[src/design/psc_pkg.sv]
/*
   Constants for the pixel sequencer and clamp generator.
   Assumes one 250 MHz clock and an APB slave front end in the top module.
*/
// Notes on behaviour
// - Three-channel gives R,G,B or B,G,R; two-channel alternates the chosen pair.
// - Mono samples one selected colour and outputs it for every pixel.
// - Line mode A repeats two, three or four lines over any sampling mode.
// - Line mode A uses gain/offset of the physical channel processing each pixel.
// - Both line modes attach channel tag bits; extra bits give the line number.
// - Line mode B repeats two, three or four lines.
// - Line mode B uses one common gain/offset set, switched per line colour.
// - Clamp pulse starts a programmed pixel delay after line start, lasts programmed pixels.
// - While clamp is active the input clamp switch ties inputs to the reference.
// - Gated clamp is the AND of the sample phase and the clamp pulse.
// - Each line-start pulse restarts the routing order at the first channel.
package psc_pkg;
   // Register byte offsets
   localparam logic [7:0] OFS_MODE    = 8'h00;
   localparam logic [7:0] OFS_CLAMP   = 8'h04;
   localparam logic [7:0] OFS_CLDELAY = 8'h08;
   localparam logic [7:0] OFS_CLWIDTH = 8'h0C;
   localparam logic [7:0] OFS_STATUS  = 8'h10;
   // Mode register fields
   localparam int MODE_SMP_LSB  = 0;  // [1:0] sampling mode
   localparam int MODE_REV_BIT  = 2;  // reverse order
   localparam int MODE_PAIR_LSB = 3;  // [4:3] pair select
   localparam int MODE_MONO_LSB = 5;  // [6:5] mono colour
   localparam int MODE_LSQ_LSB  = 7;  // [8:7] line sequence mode
   localparam int MODE_LEN_LSB  = 9;  // [10:9] lines in sequence minus one
   localparam int MODE_LCOL_LSB = 11; // [18:11] colour of line 0..3, 2 bits each
   // Clamp register fields
   localparam int CLP_EN_BIT    = 0;
   localparam int CLP_GATE_BIT  = 1;
   localparam int CLP_REFEN_BIT = 2;
   // Reset values
   localparam logic [31:0] RST_MODE  = 32'h0001_B000; // Line colour codes 2,1,3,0; mode off
   localparam logic [31:0] RST_CLAMP = 32'h0000_0005; // enabled, internal reference on
   localparam logic [15:0] RST_CLDELAY = 16'h0000;
   localparam logic [15:0] RST_CLWIDTH = 16'h0010;
   // Sampling modes
   typedef enum logic [1:0] {
      PSC_SMP_MONO  = 2'h0,
      PSC_SMP_TWO   = 2'h1,
      PSC_SMP_THREE = 2'h2
   } psc_smp_t;
   // Line sequence modes
   typedef enum logic [1:0] {
      PSC_LSQ_OFF = 2'h0,
      PSC_LSQ_A   = 2'h1,
      PSC_LSQ_B   = 2'h2
   } psc_lsq_t;
   // Colour codes, also channel tag values
   localparam logic [1:0] COL_RED   = 2'h0;
   localparam logic [1:0] COL_GREEN = 2'h1;
   localparam logic [1:0] COL_BLUE  = 2'h2;
   // Clamp states, Gray along wait -> delay -> active
   typedef enum logic [1:0] {
      PSC_CL_IDLE  = 2'h0,
      PSC_CL_DELAY = 2'h1,
      PSC_CL_ON    = 2'h3
   } psc_cl_t;
endpackage

[src/design/psc_pixel_sequencer.sv]
/*
   Pixel sequencer and auto-clamp generator, APB registers.
   Assumes lineStart, samplePhase and pixTick synchronous to clk; pixTick marks one
   converter slot, so a pixel period is one slot per channel of the sampling mode.
*/
// Local design decisions: the placing of the registers and the APB slave port.
`timescale 1ns/10ps
`default_nettype none
module psc_pixel_sequencer #(
   parameter int CNT_W = 16
) (
   input  wire logic        clk,
   input  wire logic        rst_b,
   input  wire logic        psel,
   input  wire logic        penable,
   input  wire logic        pwrite,
   input  wire logic [7:0]  paddr,
   input  wire logic [31:0] pwdata,
   output logic      [31:0] prdata,
   output logic             pready,
   output logic             pslverr,
   input  wire logic        lineStart,
   input  wire logic        pixTick,
   input  wire logic        samplePhase,
   output logic             pixValid,
   output logic [1:0]       muxSel,
   output logic [1:0]       gainSel,
   output logic [1:0]       channelTagBits,
   output logic [1:0]       lineTagBits,
   output logic             inputClampPulse,
   output logic             clampSwitch,
   output logic             clampRefEnable
);
   logic [31:0]      modeReg_ff;
   logic [2:0]       clampReg_ff;
   logic [CNT_W-1:0] clDelay_ff;
   logic [CNT_W-1:0] clWidth_ff;
   logic [1:0]       slot_ff;
   logic [1:0]       line_ff;
   logic             lineSeen_ff;
   logic [CNT_W-1:0] clCnt_ff;
   logic [1:0]       nxt_slot;
   logic [1:0]       nxt_line;
   logic [1:0]       chan;
   logic [1:0]       slots;
   logic [1:0]       lineCol;
   logic [1:0]       pairA;
   logic [1:0]       pairB;
   logic             pixEnd;
   logic             apbAcc;
   logic             addrOk;
   psc_pkg::psc_smp_t smpMode;
   psc_pkg::psc_lsq_t lsqMode;
   psc_pkg::psc_cl_t  clState_ff;

   // Field decode
   assign smpMode = psc_pkg::psc_smp_t'(modeReg_ff[psc_pkg::MODE_SMP_LSB +: 2]);
   assign lsqMode = psc_pkg::psc_lsq_t'(modeReg_ff[psc_pkg::MODE_LSQ_LSB +: 2]);
   assign lineCol = modeReg_ff[psc_pkg::MODE_LCOL_LSB + 2*line_ff +: 2];
   assign apbAcc  = psel & penable;
   assign addrOk  = (paddr == psc_pkg::OFS_MODE) | (paddr == psc_pkg::OFS_CLAMP)
                  | (paddr == psc_pkg::OFS_CLDELAY) | (paddr == psc_pkg::OFS_CLWIDTH)
                  | (paddr == psc_pkg::OFS_STATUS);

   // Pair table: 0 = G/B (default), 1 = R/G, 2 = R/B
   always_comb begin
      case (modeReg_ff[psc_pkg::MODE_PAIR_LSB +: 2])
         2'h1: begin
            pairA = psc_pkg::COL_RED;
            pairB = psc_pkg::COL_GREEN;
         end
         2'h2: begin
            pairA = psc_pkg::COL_RED;
            pairB = psc_pkg::COL_BLUE;
         end
         default: begin
            pairA = psc_pkg::COL_GREEN;
            pairB = psc_pkg::COL_BLUE;
         end
      endcase
   end

   // Channel for the current slot
   always_comb begin
      case (smpMode)
         psc_pkg::PSC_SMP_THREE: begin
            slots = 2'h3;
            if (modeReg_ff[psc_pkg::MODE_REV_BIT])
               chan = 2'(psc_pkg::COL_BLUE - slot_ff);
            else
               chan = slot_ff;
         end
         psc_pkg::PSC_SMP_TWO: begin
            slots = 2'h2;
            chan  = ((slot_ff == 2'h0) ^ modeReg_ff[psc_pkg::MODE_REV_BIT]) ? pairA : pairB;
         end
         default: begin
            slots = 2'h1;
            // Line sequential mono follows the line colour, else the fixed mono pick
            chan  = (lsqMode != psc_pkg::PSC_LSQ_OFF) ? lineCol
                  : modeReg_ff[psc_pkg::MODE_MONO_LSB +: 2];
         end
      endcase
   end

   assign pixEnd   = pixTick & (slot_ff == 2'(slots - 2'h1));
   assign nxt_slot = pixEnd ? 2'h0 : 2'(slot_ff + 2'h1);
   assign nxt_line = (line_ff == modeReg_ff[psc_pkg::MODE_LEN_LSB +: 2]) ? 2'h0
                   : 2'(line_ff + 2'h1);

   // Slot counter, restarted by line start
   always_ff @(posedge clk or negedge rst_b) begin
      if (!rst_b) begin
         slot_ff <= 2'h0;
      end else if (lineStart) begin
         slot_ff <= 2'h0;
      end else if (pixTick) begin
         slot_ff <= nxt_slot;
      end
   end

   // Line position in the colour sequence; first line start begins at line 0
   always_ff @(posedge clk or negedge rst_b) begin
      if (!rst_b) begin
         line_ff     <= 2'h0;
         lineSeen_ff <= 1'b0;
      end else if (lineStart) begin
         lineSeen_ff <= 1'b1;
         if (lsqMode == psc_pkg::PSC_LSQ_OFF || !lineSeen_ff)
            line_ff <= 2'h0;
         else
            line_ff <= nxt_line;
      end
   end

   // Output stream registers
   always_ff @(posedge clk or negedge rst_b) begin
      if (!rst_b) begin
         pixValid       <= 1'b0;
         muxSel         <= 2'h0;
         gainSel        <= 2'h0;
         channelTagBits <= 2'h0;
         lineTagBits    <= 2'h0;
      end else begin
         pixValid <= pixTick & ~lineStart;
         muxSel   <= chan;
         // Mode B shares one set chosen by the line colour
         gainSel  <= (lsqMode == psc_pkg::PSC_LSQ_B) ? lineCol : chan;
         channelTagBits <= (lsqMode != psc_pkg::PSC_LSQ_OFF) ? chan : 2'h0;
         lineTagBits    <= (lsqMode != psc_pkg::PSC_LSQ_OFF) ? line_ff : 2'h0;
      end
   end

   // Clamp timing in whole pixels, reloaded at line start
   always_ff @(posedge clk or negedge rst_b) begin
      if (!rst_b) begin
         clState_ff <= psc_pkg::PSC_CL_IDLE;
         clCnt_ff   <= '0;
      end else if (lineStart) begin
         clCnt_ff <= clDelay_ff;
         if (!clampReg_ff[psc_pkg::CLP_EN_BIT] || clWidth_ff == '0)
            clState_ff <= psc_pkg::PSC_CL_IDLE;
         else if (clDelay_ff == '0) begin
            clState_ff <= psc_pkg::PSC_CL_ON;
            clCnt_ff   <= clWidth_ff;
         end else
            clState_ff <= psc_pkg::PSC_CL_DELAY;
      end else if (pixEnd) begin
         case (clState_ff)
            psc_pkg::PSC_CL_DELAY: begin
               if (clCnt_ff == CNT_W'(1)) begin
                  clState_ff <= psc_pkg::PSC_CL_ON;
                  clCnt_ff   <= clWidth_ff;
               end else
                  clCnt_ff <= CNT_W'(clCnt_ff - CNT_W'(1));
            end
            psc_pkg::PSC_CL_ON: begin
               if (clCnt_ff == CNT_W'(1))
                  clState_ff <= psc_pkg::PSC_CL_IDLE;
               else
                  clCnt_ff <= CNT_W'(clCnt_ff - CNT_W'(1));
            end
            default: clState_ff <= psc_pkg::PSC_CL_IDLE;
         endcase
      end
   end

   // Clamp outputs; gating trims the reset noise peak out of the clamp window
   always_ff @(posedge clk or negedge rst_b) begin
      if (!rst_b) begin
         inputClampPulse <= 1'b0;
         clampSwitch     <= 1'b0;
         clampRefEnable  <= 1'b1;
      end else begin
         inputClampPulse <= (clState_ff == psc_pkg::PSC_CL_ON);
         if (clampReg_ff[psc_pkg::CLP_GATE_BIT])
            clampSwitch <= (clState_ff == psc_pkg::PSC_CL_ON) & samplePhase;
         else
            clampSwitch <= (clState_ff == psc_pkg::PSC_CL_ON);
         clampRefEnable <= clampReg_ff[psc_pkg::CLP_REFEN_BIT];
      end
   end

   // APB register writes, zero wait state
   always_ff @(posedge clk or negedge rst_b) begin
      if (!rst_b) begin
         modeReg_ff  <= psc_pkg::RST_MODE;
         clampReg_ff <= psc_pkg::RST_CLAMP[2:0];
         clDelay_ff  <= CNT_W'(psc_pkg::RST_CLDELAY);
         clWidth_ff  <= CNT_W'(psc_pkg::RST_CLWIDTH);
      end else if (apbAcc && pwrite) begin
         case (paddr)
            psc_pkg::OFS_MODE:    modeReg_ff  <= {13'h0000, pwdata[18:0]};
            psc_pkg::OFS_CLAMP:   clampReg_ff <= pwdata[2:0];
            psc_pkg::OFS_CLDELAY: clDelay_ff  <= pwdata[CNT_W-1:0];
            psc_pkg::OFS_CLWIDTH: clWidth_ff  <= pwdata[CNT_W-1:0];
            default: ;
         endcase
      end
   end

   // APB answer: ready every access, error on unmapped address
   always_ff @(posedge clk or negedge rst_b) begin
      if (!rst_b) begin
         prdata  <= 32'h0000_0000;
         pready  <= 1'b0;
         pslverr <= 1'b0;
      end else begin
         pready  <= psel & ~penable;
         pslverr <= psel & ~penable & ~addrOk;
         prdata  <= 32'h0000_0000;
         if (psel && !penable && !pwrite) begin
            case (paddr)
               psc_pkg::OFS_MODE:    prdata <= modeReg_ff;
               psc_pkg::OFS_CLAMP:   prdata <= {29'h0000_0000, clampReg_ff};
               psc_pkg::OFS_CLDELAY: prdata <= 32'(clDelay_ff);
               psc_pkg::OFS_CLWIDTH: prdata <= 32'(clWidth_ff);
               psc_pkg::OFS_STATUS:  prdata <= {24'h00_0000, clState_ff, line_ff,
                                                 slot_ff, chan};
               default:              prdata <= 32'h0000_0000;
            endcase
         end
      end
   end
endmodule
`default_nettype wire

[config.mk]
export PLATFORM = sky130hd
export DESIGN_NAME = psc_pixel_sequencer
export DESIGN_NICKNAME = d
export VERILOG_FILES = /design/src/design/psc_pkg.sv /design/src/design/psc_pixel_sequencer.sv
export SDC_FILE = /design/constraint.sdc
export NUM_CORES = 1
export LEC_CHECK = 0
export ABC_CLOCK_PERIOD_IN_PS = 3300
export BUFFER_PORTS_ARGS = -buffer_cell sky130_fd_sc_hd__buf_4
export CAP_MARGIN = 25
export CORE_MARGIN = 4
export CORE_UTILIZATION = 40
export DETAILED_ROUTE_END_ITERATION = 8
export PLACE_DENSITY_LB_ADDON = 0.1
export SYNTH_ARGS = -nofsm -noshare
export SYNTH_HDL_FRONTEND = slang
export SYNTH_SLANG_ARGS = --single-unit
[constraint.sdc]
create_clock -name clk -period 3.3 [get_ports clk]
set_input_delay 0.66 -clock clk [delete_from_list [all_inputs] [get_ports clk]]
set_output_delay 0.66 -clock clk [all_outputs]
set_load 0.02 [all_outputs]
Word-level counts from Yosys, hierarchy flattened
Index checks and enable logic that the tools add are counted.
W data, S select, Z words.
- register bits: 123
- bits of input ports: 48
- output and inout port bits: 46
- word-level logic and storage cells: 115
- add/sub/neg operators: 6
- eq/ne operators: 17
- shift operators: 1
- muxes and demuxes: 32
- bitwise operators: 14
- reduce and logical (&&, ||, !) cells: 25
- operators by type and width (operator ; number):
    $mux W16 ; 6
    $pmux W19 S5 ; 1
    $mux W2 ; 18
    $logic_not A16 Y1 ; 2
    $pmux W16 S2 ; 1
    $shiftx A32 B6 Y2 ; 1
    $mux W19 ; 1
    $eq A16 B1 Y1 const B ; 1
    $eq A8 B4 Y1 const B ; 2
    $sub A16 B1 Y16 const B ; 1
    $pmux W2 S2 ; 3
    $ne A3 B3 Y1 const B ; 3
    $eq A2 B2 Y1 const B ; 4
    $eq A8 B3 Y1 const B ; 1
    $eq A8 B5 Y1 const B ; 1
    $logic_not A8 Y1 ; 1
    $reduce_and A2 Y1 ; 4
    $and A1 B1 Y1 ; 6
    $eq A2 B1 Y1 const B ; 3
    $reduce_and A3 Y1 ; 2
    $reduce_bool A2 Y1 ; 3
    $add A4 B3 Y5 const A ; 1
    $add A2 B1 Y2 const B ; 2
    $eq A2 B2 Y1 ; 2
    other kinds (12) ; 25

Logic depth before layout (Yosys ltp)
Gate-level depths: netlist of the first run.
- depth after elaboration: 8
- depth in mapped cells: 8
- mapped depth without buffers: 7

Least setup slack after synthesis of the first run
Ideal clock, no wire load.
- path kind: input-to-reg
- from: input paddr[1]
- to: register modeReg_ff[10]
- arrival: 2.091 ns
- path slack: 1.082 ns
- stages on the path: 8
- path buffers: 3
- path through: nor3_2 > and3b_1 > buf_2 > and2_1 > buf_2 > nand2_2 > buf_4 > mux2_1
- longest elaborated chain between the ends: 2
- RTL lines (item ; RTL line ; RTL):
    start: declaration ; psc_pixel_sequencer.sv:17 ; input wire logic [7:0] paddr,
    $logic_not A8 Y1 ; psc_pixel_sequencer.sv:212 ; case (paddr)
    $reduce_and A2 Y1 (no source line) ; n/a ;
    end signal: assignment ; psc_pixel_sequencer.sv:207 ; modeReg_ff <= psc_pkg::RST_MODE;
    end signal: assignment ; psc_pixel_sequencer.sv:213 ; psc_pkg::OFS_MODE: modeReg_ff <= {13'h0000, pwdata[18:0]};
    end: declaration ; psc_pixel_sequencer.sv:34 ; logic [31:0] modeReg_ff;
No other way between the ends.
A chain may end at the register's enable or synchronous reset.

Final worst setup path of the first run
- from: register clCnt_ff[1]
- to: register clCnt_ff[4]
- longest elaborated chain between the ends: 5
- elaborated cells on any way between the ends: 9
- RTL lines (item ; RTL line ; RTL):
    start: declaration ; psc_pixel_sequencer.sv:41 ; logic [CNT_W-1:0] clCnt_ff;
    start signal: assignment ; psc_pixel_sequencer.sv:160 ; clCnt_ff <= clDelay_ff;
    start signal: assignment ; psc_pixel_sequencer.sv:165 ; clCnt_ff <= clWidth_ff;
    start signal: assignment ; psc_pixel_sequencer.sv:173 ; clCnt_ff <= clWidth_ff;
    $sub A16 B1 Y16 or $eq A16 B1 Y1 (tied branches) ; n/a ;
    $mux W16, on equally long branches ; psc_pixel_sequencer.sv:178, psc_pixel_sequencer.sv:171 ;
    $pmux W16 S2 ; psc_pixel_sequencer.sv:169 ; case (clState_ff)
    $mux W16 ; psc_pixel_sequencer.sv:168 ; end else if (pixEnd) begin
    $mux W16 ; psc_pixel_sequencer.sv:159 ; end else if (lineStart) begin
Parallel ways exist; a longest one is shown, timed or not. The select of a mux whose other input is x is not followed.

==> run summary, run 1 <==
Pleak = 3.00 nW
DRT iter0 DRCs = 273
PD cells = 427 mW/mm2
CTS Buffer Depth = 2
register area share after synthesis = 49.2%
Die ar. = 0.0160 mm2
Adder-Cell Fraction of Synth Area = 1.78%
Total GRT Usage = 19.7%
Setup CP Type = reg -> reg
Hold WC Path Type = in -> async
Tot Pwr = 2.80 mW
clock tree root driver cell = clkbuf_16
post-route cell area = 0.00655 mm2
ANT nets after route = 0
max_slew headroom = 47.4%
synth-to-layout area growth = 16.6%
Tmin final = 2.56 ns
via-per-instance ratio = 5.75
Synth Flop Type = dfrtp_1
DR vias = 4,274
Post-CTS Setup Inserts = 0
Seq cells post-synth = 110
worst vdd ir = 213 uV
worst r2r path cells = 8
gpl congestion = 0.853
Worst Setup SP = clCnt_ff[1]
initial antenna violation count = 0
crit path DAT = 2.81 ns
CP Capture Type = register
simple-gate area share of the yosys netlist = 12.9%
flip-flop and latch area = 0.00276 mm2
Worst-Skew Late Latency = 0.36 ns
share of cells above drive strength 1 = 28.8%
# hold bufs at CTS = 0
number of synthesized flops with an enable pin = 0
GRT overflow = 0
final non-filler cell total = 743
Post-DP HPWL = 10,900 um
DRC Markers = 0
crit path max fanout = 9
filler cell count = 1,313
WP buf/inv = 2
Clock Skew = 0.00984 ns
n_diodes = 0
Critical Path Stages = 8
FMAX = 391 MHz
largest net degree at the start of global routing = 63
CTS tree = done
multi-input combinational cell area = 0.00261 mm2
Synth Area in XOR/XNOR = 0.624%
final hold slack = 0.337 ns
H-tree depth = 3
R2R setup slack = 0.74 ns
Critical Path End = clCnt_ff[4]
compound-gate portion of the synthesized area = 15.2%
combinational family with the most area after synthesis = compound AO/OA/AOI/OAI gates
Sink Count = 110
Final setup viols = 0
clock-pin slew on the worst setup and hold paths = 0.08 ns
Crit path largest cell delay = 0.43 ns
worst r2r src = clCnt_ff[1]
# placed instances = 727
RSZ-0062 raised after global routing = no
final WL = 15,200 um
run status = finished clean
Post-DP Area = 0.00624 mm2
number of distinct library cells after synthesis = 62
Fin Setup TNS = 0 ns
WL per Instance = 20.4 um
I/O Buffers = 67
Fin. Hold Viols = 0
critical path cell sequence = inv_1 -> ha_1 -> nor4b_1 -> nand4_1 -> buf_4 -> nor2_2 -> o21ai_0 -> a221oi_1
Max Slew Vio Count = 0
Worst Setup Start Kind = register
yosys warns = 0
Initial Utilization = 40.6%
fin nets = 614
global-route wire length before repair = 24,600 um
Critical R2R Capture = clCnt_ff[4]
CP required = 3.56 ns
commonest non-fill, non-tap cell in the layout = dfrtp_1
Synth Area per Inst = 11.2 um2
I/O Pins = 94
Worst Tran Pin Value = 0.789 ns
die span in y = 126 um
Synth Cell Area = 0.00562 mm2
# resized after CTS = 0
Core ar. = 0.0138 mm2
mux contribution to synthesized area = 15.0%
number of core rows = 43
Syn Inst Count = 500
Max Cap Viol = 0
critical path's top delay family = simple AND/OR/NAND/NOR gates
most frequent cells in the layout = dfrtp_1 (102), buf_4 (75), mux2_2 (42)
ys async rst share = 100%
Tcrit/Tclk final = 77.4%
CTS Buf Count = 9
CP max stage cell = nor4b_1
DRT Pass-1 Iters = 7
vias in the first global route = 4,411
Die X = 126 um
==> cell type report <==
type / count / share of cell area [%]
timing repair buffer: 76 / 8.90
tap: 180 / 3.44
sequential: 110 / 42.2
clock buffer: 11 / 3.71
inverter: 18 / 1.03
clock inverter: 5 / 0.974
multi-input combinational: 343 / 39.8
==> state kept, by name, indices dropped and copies added (netlist names), 3 cells and up <==
register,count
modeReg_ff,19
prdata,19
clCnt_ff,16
clDelay_ff,16
clWidth_ff,16
clampReg_ff,3
==> worst reg2reg max path: stages, from the launching register on <==
cell      delay [ns]
dfrtp_1         0.40
inv_1           0.11
ha_1            0.14
nor4b_1         0.43
nand4_1         0.40
buf_4           0.29
nor2_2          0.22
o21ai_0         0.16
a221oi_1        0.31
==> per-stage QoR <==
step / setup WS, ns / util [%]
6_report: 0.745 / 47.4
5_1_grt: 0.537 / 47.4
4_1_cts: 0.759 / 47.4
3_5_place_dp: 0.563 / 45.2
3_3_place_gp: 0.584 / 45.2
2_1_floorplan: 1.08 / -
==> synth_stat cells (8+ instances only) <==
cell type,n,share of area [%]
a22oi_1,11,1.5
o21ai_0,15,1.3
ha_1,8,1.8
nand2_1,18,1.2
a211oi_1,26,3.5
a21oi_1,22,2.0
inv_1,17,1.1
clkbuf_1,14,0.94
mux2_2,42,8.4
buf_2,9,0.80
nor2_1,36,2.4
mux2_1,23,4.6
dfrtp_1,102,45
buf_4,14,1.9
dfstp_2,8,3.7
==> logic make-up (layout without fill, tap and decap cells) <==
logic type / after synthesis / after routing
AOI/OAI and AO/OA: 119 / 119
other: 1 / 13
muxes: 70 / 70
DFF: 110 / 110
adders and majority gates: 8 / 8
xor gates and xnor gates: 4 / 4
and+or+nand+nor: 129 / 129
buffers and inverters: 59 / 110
==> per-layer routing <==
| layer | up-vias | track usage, % | wire, um |
|---|---|---|---|
| met5 | - | 0 | 0 |
| met4 | 0 | 7.82 | 328 |
| met3 | 21 | 3.28 | 725 |
| met2 | 119 | 30.8 | 7150 |
| met1 | 2167 | 27.3 | 6980 |
| li1 | 1967 | - | - |
==> how the worst min path moves through the flow <==
stage / from / end / slack (ns) / cells past startpoint
after CTS: rst_b / pixValid / 0.35 / 1
after floorplan: rst_b / channelTagBits[0] / 0.36 / 0
after global routing: rst_b / clCnt_ff[5] / 0.38 / 1
after detailed placement: clampReg_ff[2] / clampRefEnable / 0.37 / 0
final: rst_b / clCnt_ff[5] / 0.34 / 1
after global placement: clampReg_ff[2] / clampRefEnable / 0.37 / 0
==> where the power goes <==
group | switching (mW) | internal (mW)
combinational | 0.147 | 0.0944
sequential | 0.0352 | 1.38
clock | 0.524 | 0.619
Note: power is estimated with default switching activity, not from simulation.
==> run 2, diff against run 1 <==
- ABC_AREA: not set -> 1
- ABC_CLOCK_PERIOD_IN_PS: 3300 -> 2250
- clock period: 3.3 -> 2.25 ns (I/O delays scaled with it)
==> run summary, run 2 <==
ANT nets after route = 0 (unchanged)
Core ar. = 0.0146 mm2 (+5.9%)
Clock Skew = 0.0111 ns (+0.00130 ns)
vias in the first global route = 5,158 (+17%)
number of distinct library cells after synthesis = 35 (-44%)
I/O Pins = 94 (unchanged)
cell with the most instances after synthesis = nand2_1
global-route wire length before repair = 27,000 um (+9.8%)
largest registers = modeReg_ff x19, prdata x19
Synth Flop Type = dfrtp_1
via-per-instance ratio = 5.08 (-12%)
Post-CTS Setup Inserts = 0 (unchanged)
number of core rows = 44 (+2.3%)
I/O Buffers = 67 (unchanged)
Syn Inst Count = 808 (+62%)
clock tree root driver cell = clkbuf_16
Sink Count = 110 (unchanged)
Hold WC Path Type = in -> async
gpl congestion = 0.836 (-2.0%)
Fin Setup TNS = 0 ns (unchanged)
CP required = 2.55 ns (-1.01 ns)
yosys warns = 0 (unchanged)
run status = finished clean
WL per Instance = 15.5 um (-24%)
Max Slew Vio Count = 0 (unchanged)
Total GRT Usage = 20.4% (+0.72 points)
CTS Buffer Depth = 2 (unchanged)
final hold slack = 0.0413 ns (-0.295 ns)
Post-DP HPWL = 12,500 um (+15%)
compound-gate portion of the synthesized area = 10.7% (-4.5 points)
CP Capture Type = register
die span in y = 131 um (+3.5%)
Synth Area in XOR/XNOR = 1.45% (+0.83 points)
clock-pin slew on the worst setup and hold paths = 0.08 ns (about the same)
DR vias = 5,409 (+27%)
H-tree depth = 3 (unchanged)
Final setup viols = 0 (unchanged)
number of synthesized flops with an enable pin = 0 (unchanged)
# resized after CTS = 0 (unchanged)
RSZ-0062 raised after global routing = no
Adder-Cell Fraction of Synth Area = 1.66% (-0.13 points)
PD cells = 805 mW/mm2 (+89%)
n_diodes = 0 (unchanged)
register area share after synthesis = 45.7% (-3.5 points)
largest net degree at the start of global routing = 42 (-33%)
fin nets = 931 (+52%)
WP buf/inv = 3 (+1)
ys async rst share = 100% (unchanged)
Crit path largest cell delay = 0.40 ns (-0.03 ns)
Tmin final = 1.95 ns (-0.609 ns)
mux contribution to synthesized area = 0.373% (-15 points)
Yosys top cell by area = dfrtp_1
Tcrit/Tclk final = 86.5% (+9.1 points)
DRT Pass-1 Iters = 6 (-1)
synth-to-layout area growth = 16.2%
Max Cap Viol = 0 (unchanged)
share of cells above drive strength 1 = 14.7% (-14 points)
simple-gate area share of the yosys netlist = 29.9% (+17 points)
initial antenna violation count = 0 (unchanged)
Worst Tran Pin Value = 0.621 ns (-0.168 ns)
CTS Buf Count = 9 (unchanged)
CP max stage cell = dfrtp_1
final WL = 16,500 um (+8.6%)
Synth Area per Inst = 7.48 um2 (-33%)
DRT iter0 DRCs = 439 (+61%)
CTS tree = done
worst vdd ir = 392 uV (+84%)
combinational family with the most area after synthesis = simple AND/OR/NAND/NOR gates
max_slew headroom = 58.6% (+11 points)
# hold bufs at CTS = 0 (unchanged)
Pleak = 3.48 nW (+16%)
top post-synthesis cells by area = dfrtp_1 (42%), nand2_1 (15%), o21ai_0 (6.2%), inv_1 (5.9%), nor2_1 (4.8%)
most frequent cells in the layout = nand2_1 (245), dfrtp_1 (102), inv_1 (95)
DRC Markers = 0 (unchanged)
Worst-Skew Late Latency = 0.37 ns (about the same)
Die ar. = 0.0171 mm2 (+7.1%)
Die X = 131 um (+3.5%)
critical path cell sequence = inv_1 -> ha_1 -> inv_1 -> nor2_1 -> nand3_2 -> nor2_8 -> nand2_4 -> o21ai_2 -> nand2_4 -> inv_6 -> nand2_1 -> nand2_1
Initial Utilization = 41.3% (+0.63 points)
Synth Cell Area = 0.00604 mm2 (+7.6%)
Setup CP Type = reg -> reg
FMAX = 514 MHz (+31%)
post-synth top area share = 42.3% (-3.2 points)
commonest non-fill, non-tap cell in the layout = nand2_1
Worst Setup Start Kind = register
Fin. Hold Viols = 0 (unchanged)
Seq cells post-synth = 110 (unchanged)
Synth top cells by count = nand2_1 (245), dfrtp_1 (102), inv_1 (95), nor2_1 (78), o21ai_0 (75)
crit path max fanout = 18 (+9)
GRT overflow = 0 (unchanged)
crit path DAT = 2.25 ns (-0.56 ns)
critical path's top delay family = simple AND/OR/NAND/NOR gates
## run 2: cell types whose count changed in the layout (fill, tap and decap cells not counted), sizes merged, moves of 9 or more
cell / before / now
nor2: 38 / 85
inv: 19 / 101
nand3: 6 / 62
a211oi: 29 / 0
o21ai: 20 / 79
mux2: 65 / 2
a22oi: 11 / 0
nand4: 7 / 18
nand2: 20 / 250
a21oi: 22 / 9
o21bai: 0 / 9
## run 2: kinds of logic (layout without fill, tap and decap cells)
logic type,after synthesis,after routing
XOR/XNOR,10,10
buffers and inverters,137,197
flip-flops,110,110
AND/OR/NAND/NOR,422,422
other,1,13
adder cells (fa/ha/maj),8,8
multiplexers,2,2
AO/OA/AOI/OAI,118,118
## run 2: worst reg2reg max path, cell delays in order, from the launching register on
cell and delay [ns]:
dfrtp_1 0.40, inv_1 0.08, ha_1 0.14, inv_1 0.05, nor2_1 0.10, nand3_2 0.13
nor2_8 0.27, nand2_4 0.08, o21ai_2 0.16, nand2_4 0.16, inv_6 0.18, nand2_1 0.08
nand2_1 0.06
## run 2: area by class of cell
class	count	area (um2)
Fill cell	1456	7630
Sequential cell	110	2760
Multi-Input combinational cell	573	2710
Timing Repair Buffer	84	643
Inverter	97	370
Tap cell	184	230
Clock buffer	9	225
Clock inverter	7	73.8
## run 2: worst paths after layout
path,startpoint,to,slack (ns),cells after the start
worst max register to register,clCnt_ff[1],clCnt_ff[11],0.30,12
worst min-delay path,rst_b,prdata[7],0.04,1
worst max-delay path,clCnt_ff[1],clCnt_ff[11],0.30,12
max in group asynchronous,rst_b,clWidth_ff[4],1.49,2
min in group clk,penable,pslverr,0.25,2
worst min register to register,clampReg_ff[2],clampRefEnable,0.38,0
## run 2: where the power goes
part | switching [mW] | total, mW | internal, mW | leakage, nW
combinational | 1.14 | 1.76 | 0.616 | 1.85
sequential | 0.156 | 2.26 | 2.11 | 1.49
clock | 0.836 | 1.63 | 0.792 | 0.148
## run 2: routing by layer
metal	global-route usage, %	vias up	wire (um)
met3	3.54	14	750
met4	6.84	0	237
li1	-	2689	-
met2	32.6	142	7640
met1	28.1	2564	7860
met5	0	-	0
## run 2: through the flow
step	power, mW	instance area (um2)	cells	util (%)	setup slack (ns)
after floorplan	3.62	6090	820	-	0.577
after detailed placement	4.04	6720	1048	45.9	0.209
final	5.65	7020	1064	47.9	0.304
after global placement	4.00	6720	1048	45.9	0.251
after global routing	6.05	7020	1064	47.9	0.0957
after CTS	5.68	7020	1064	47.9	0.275
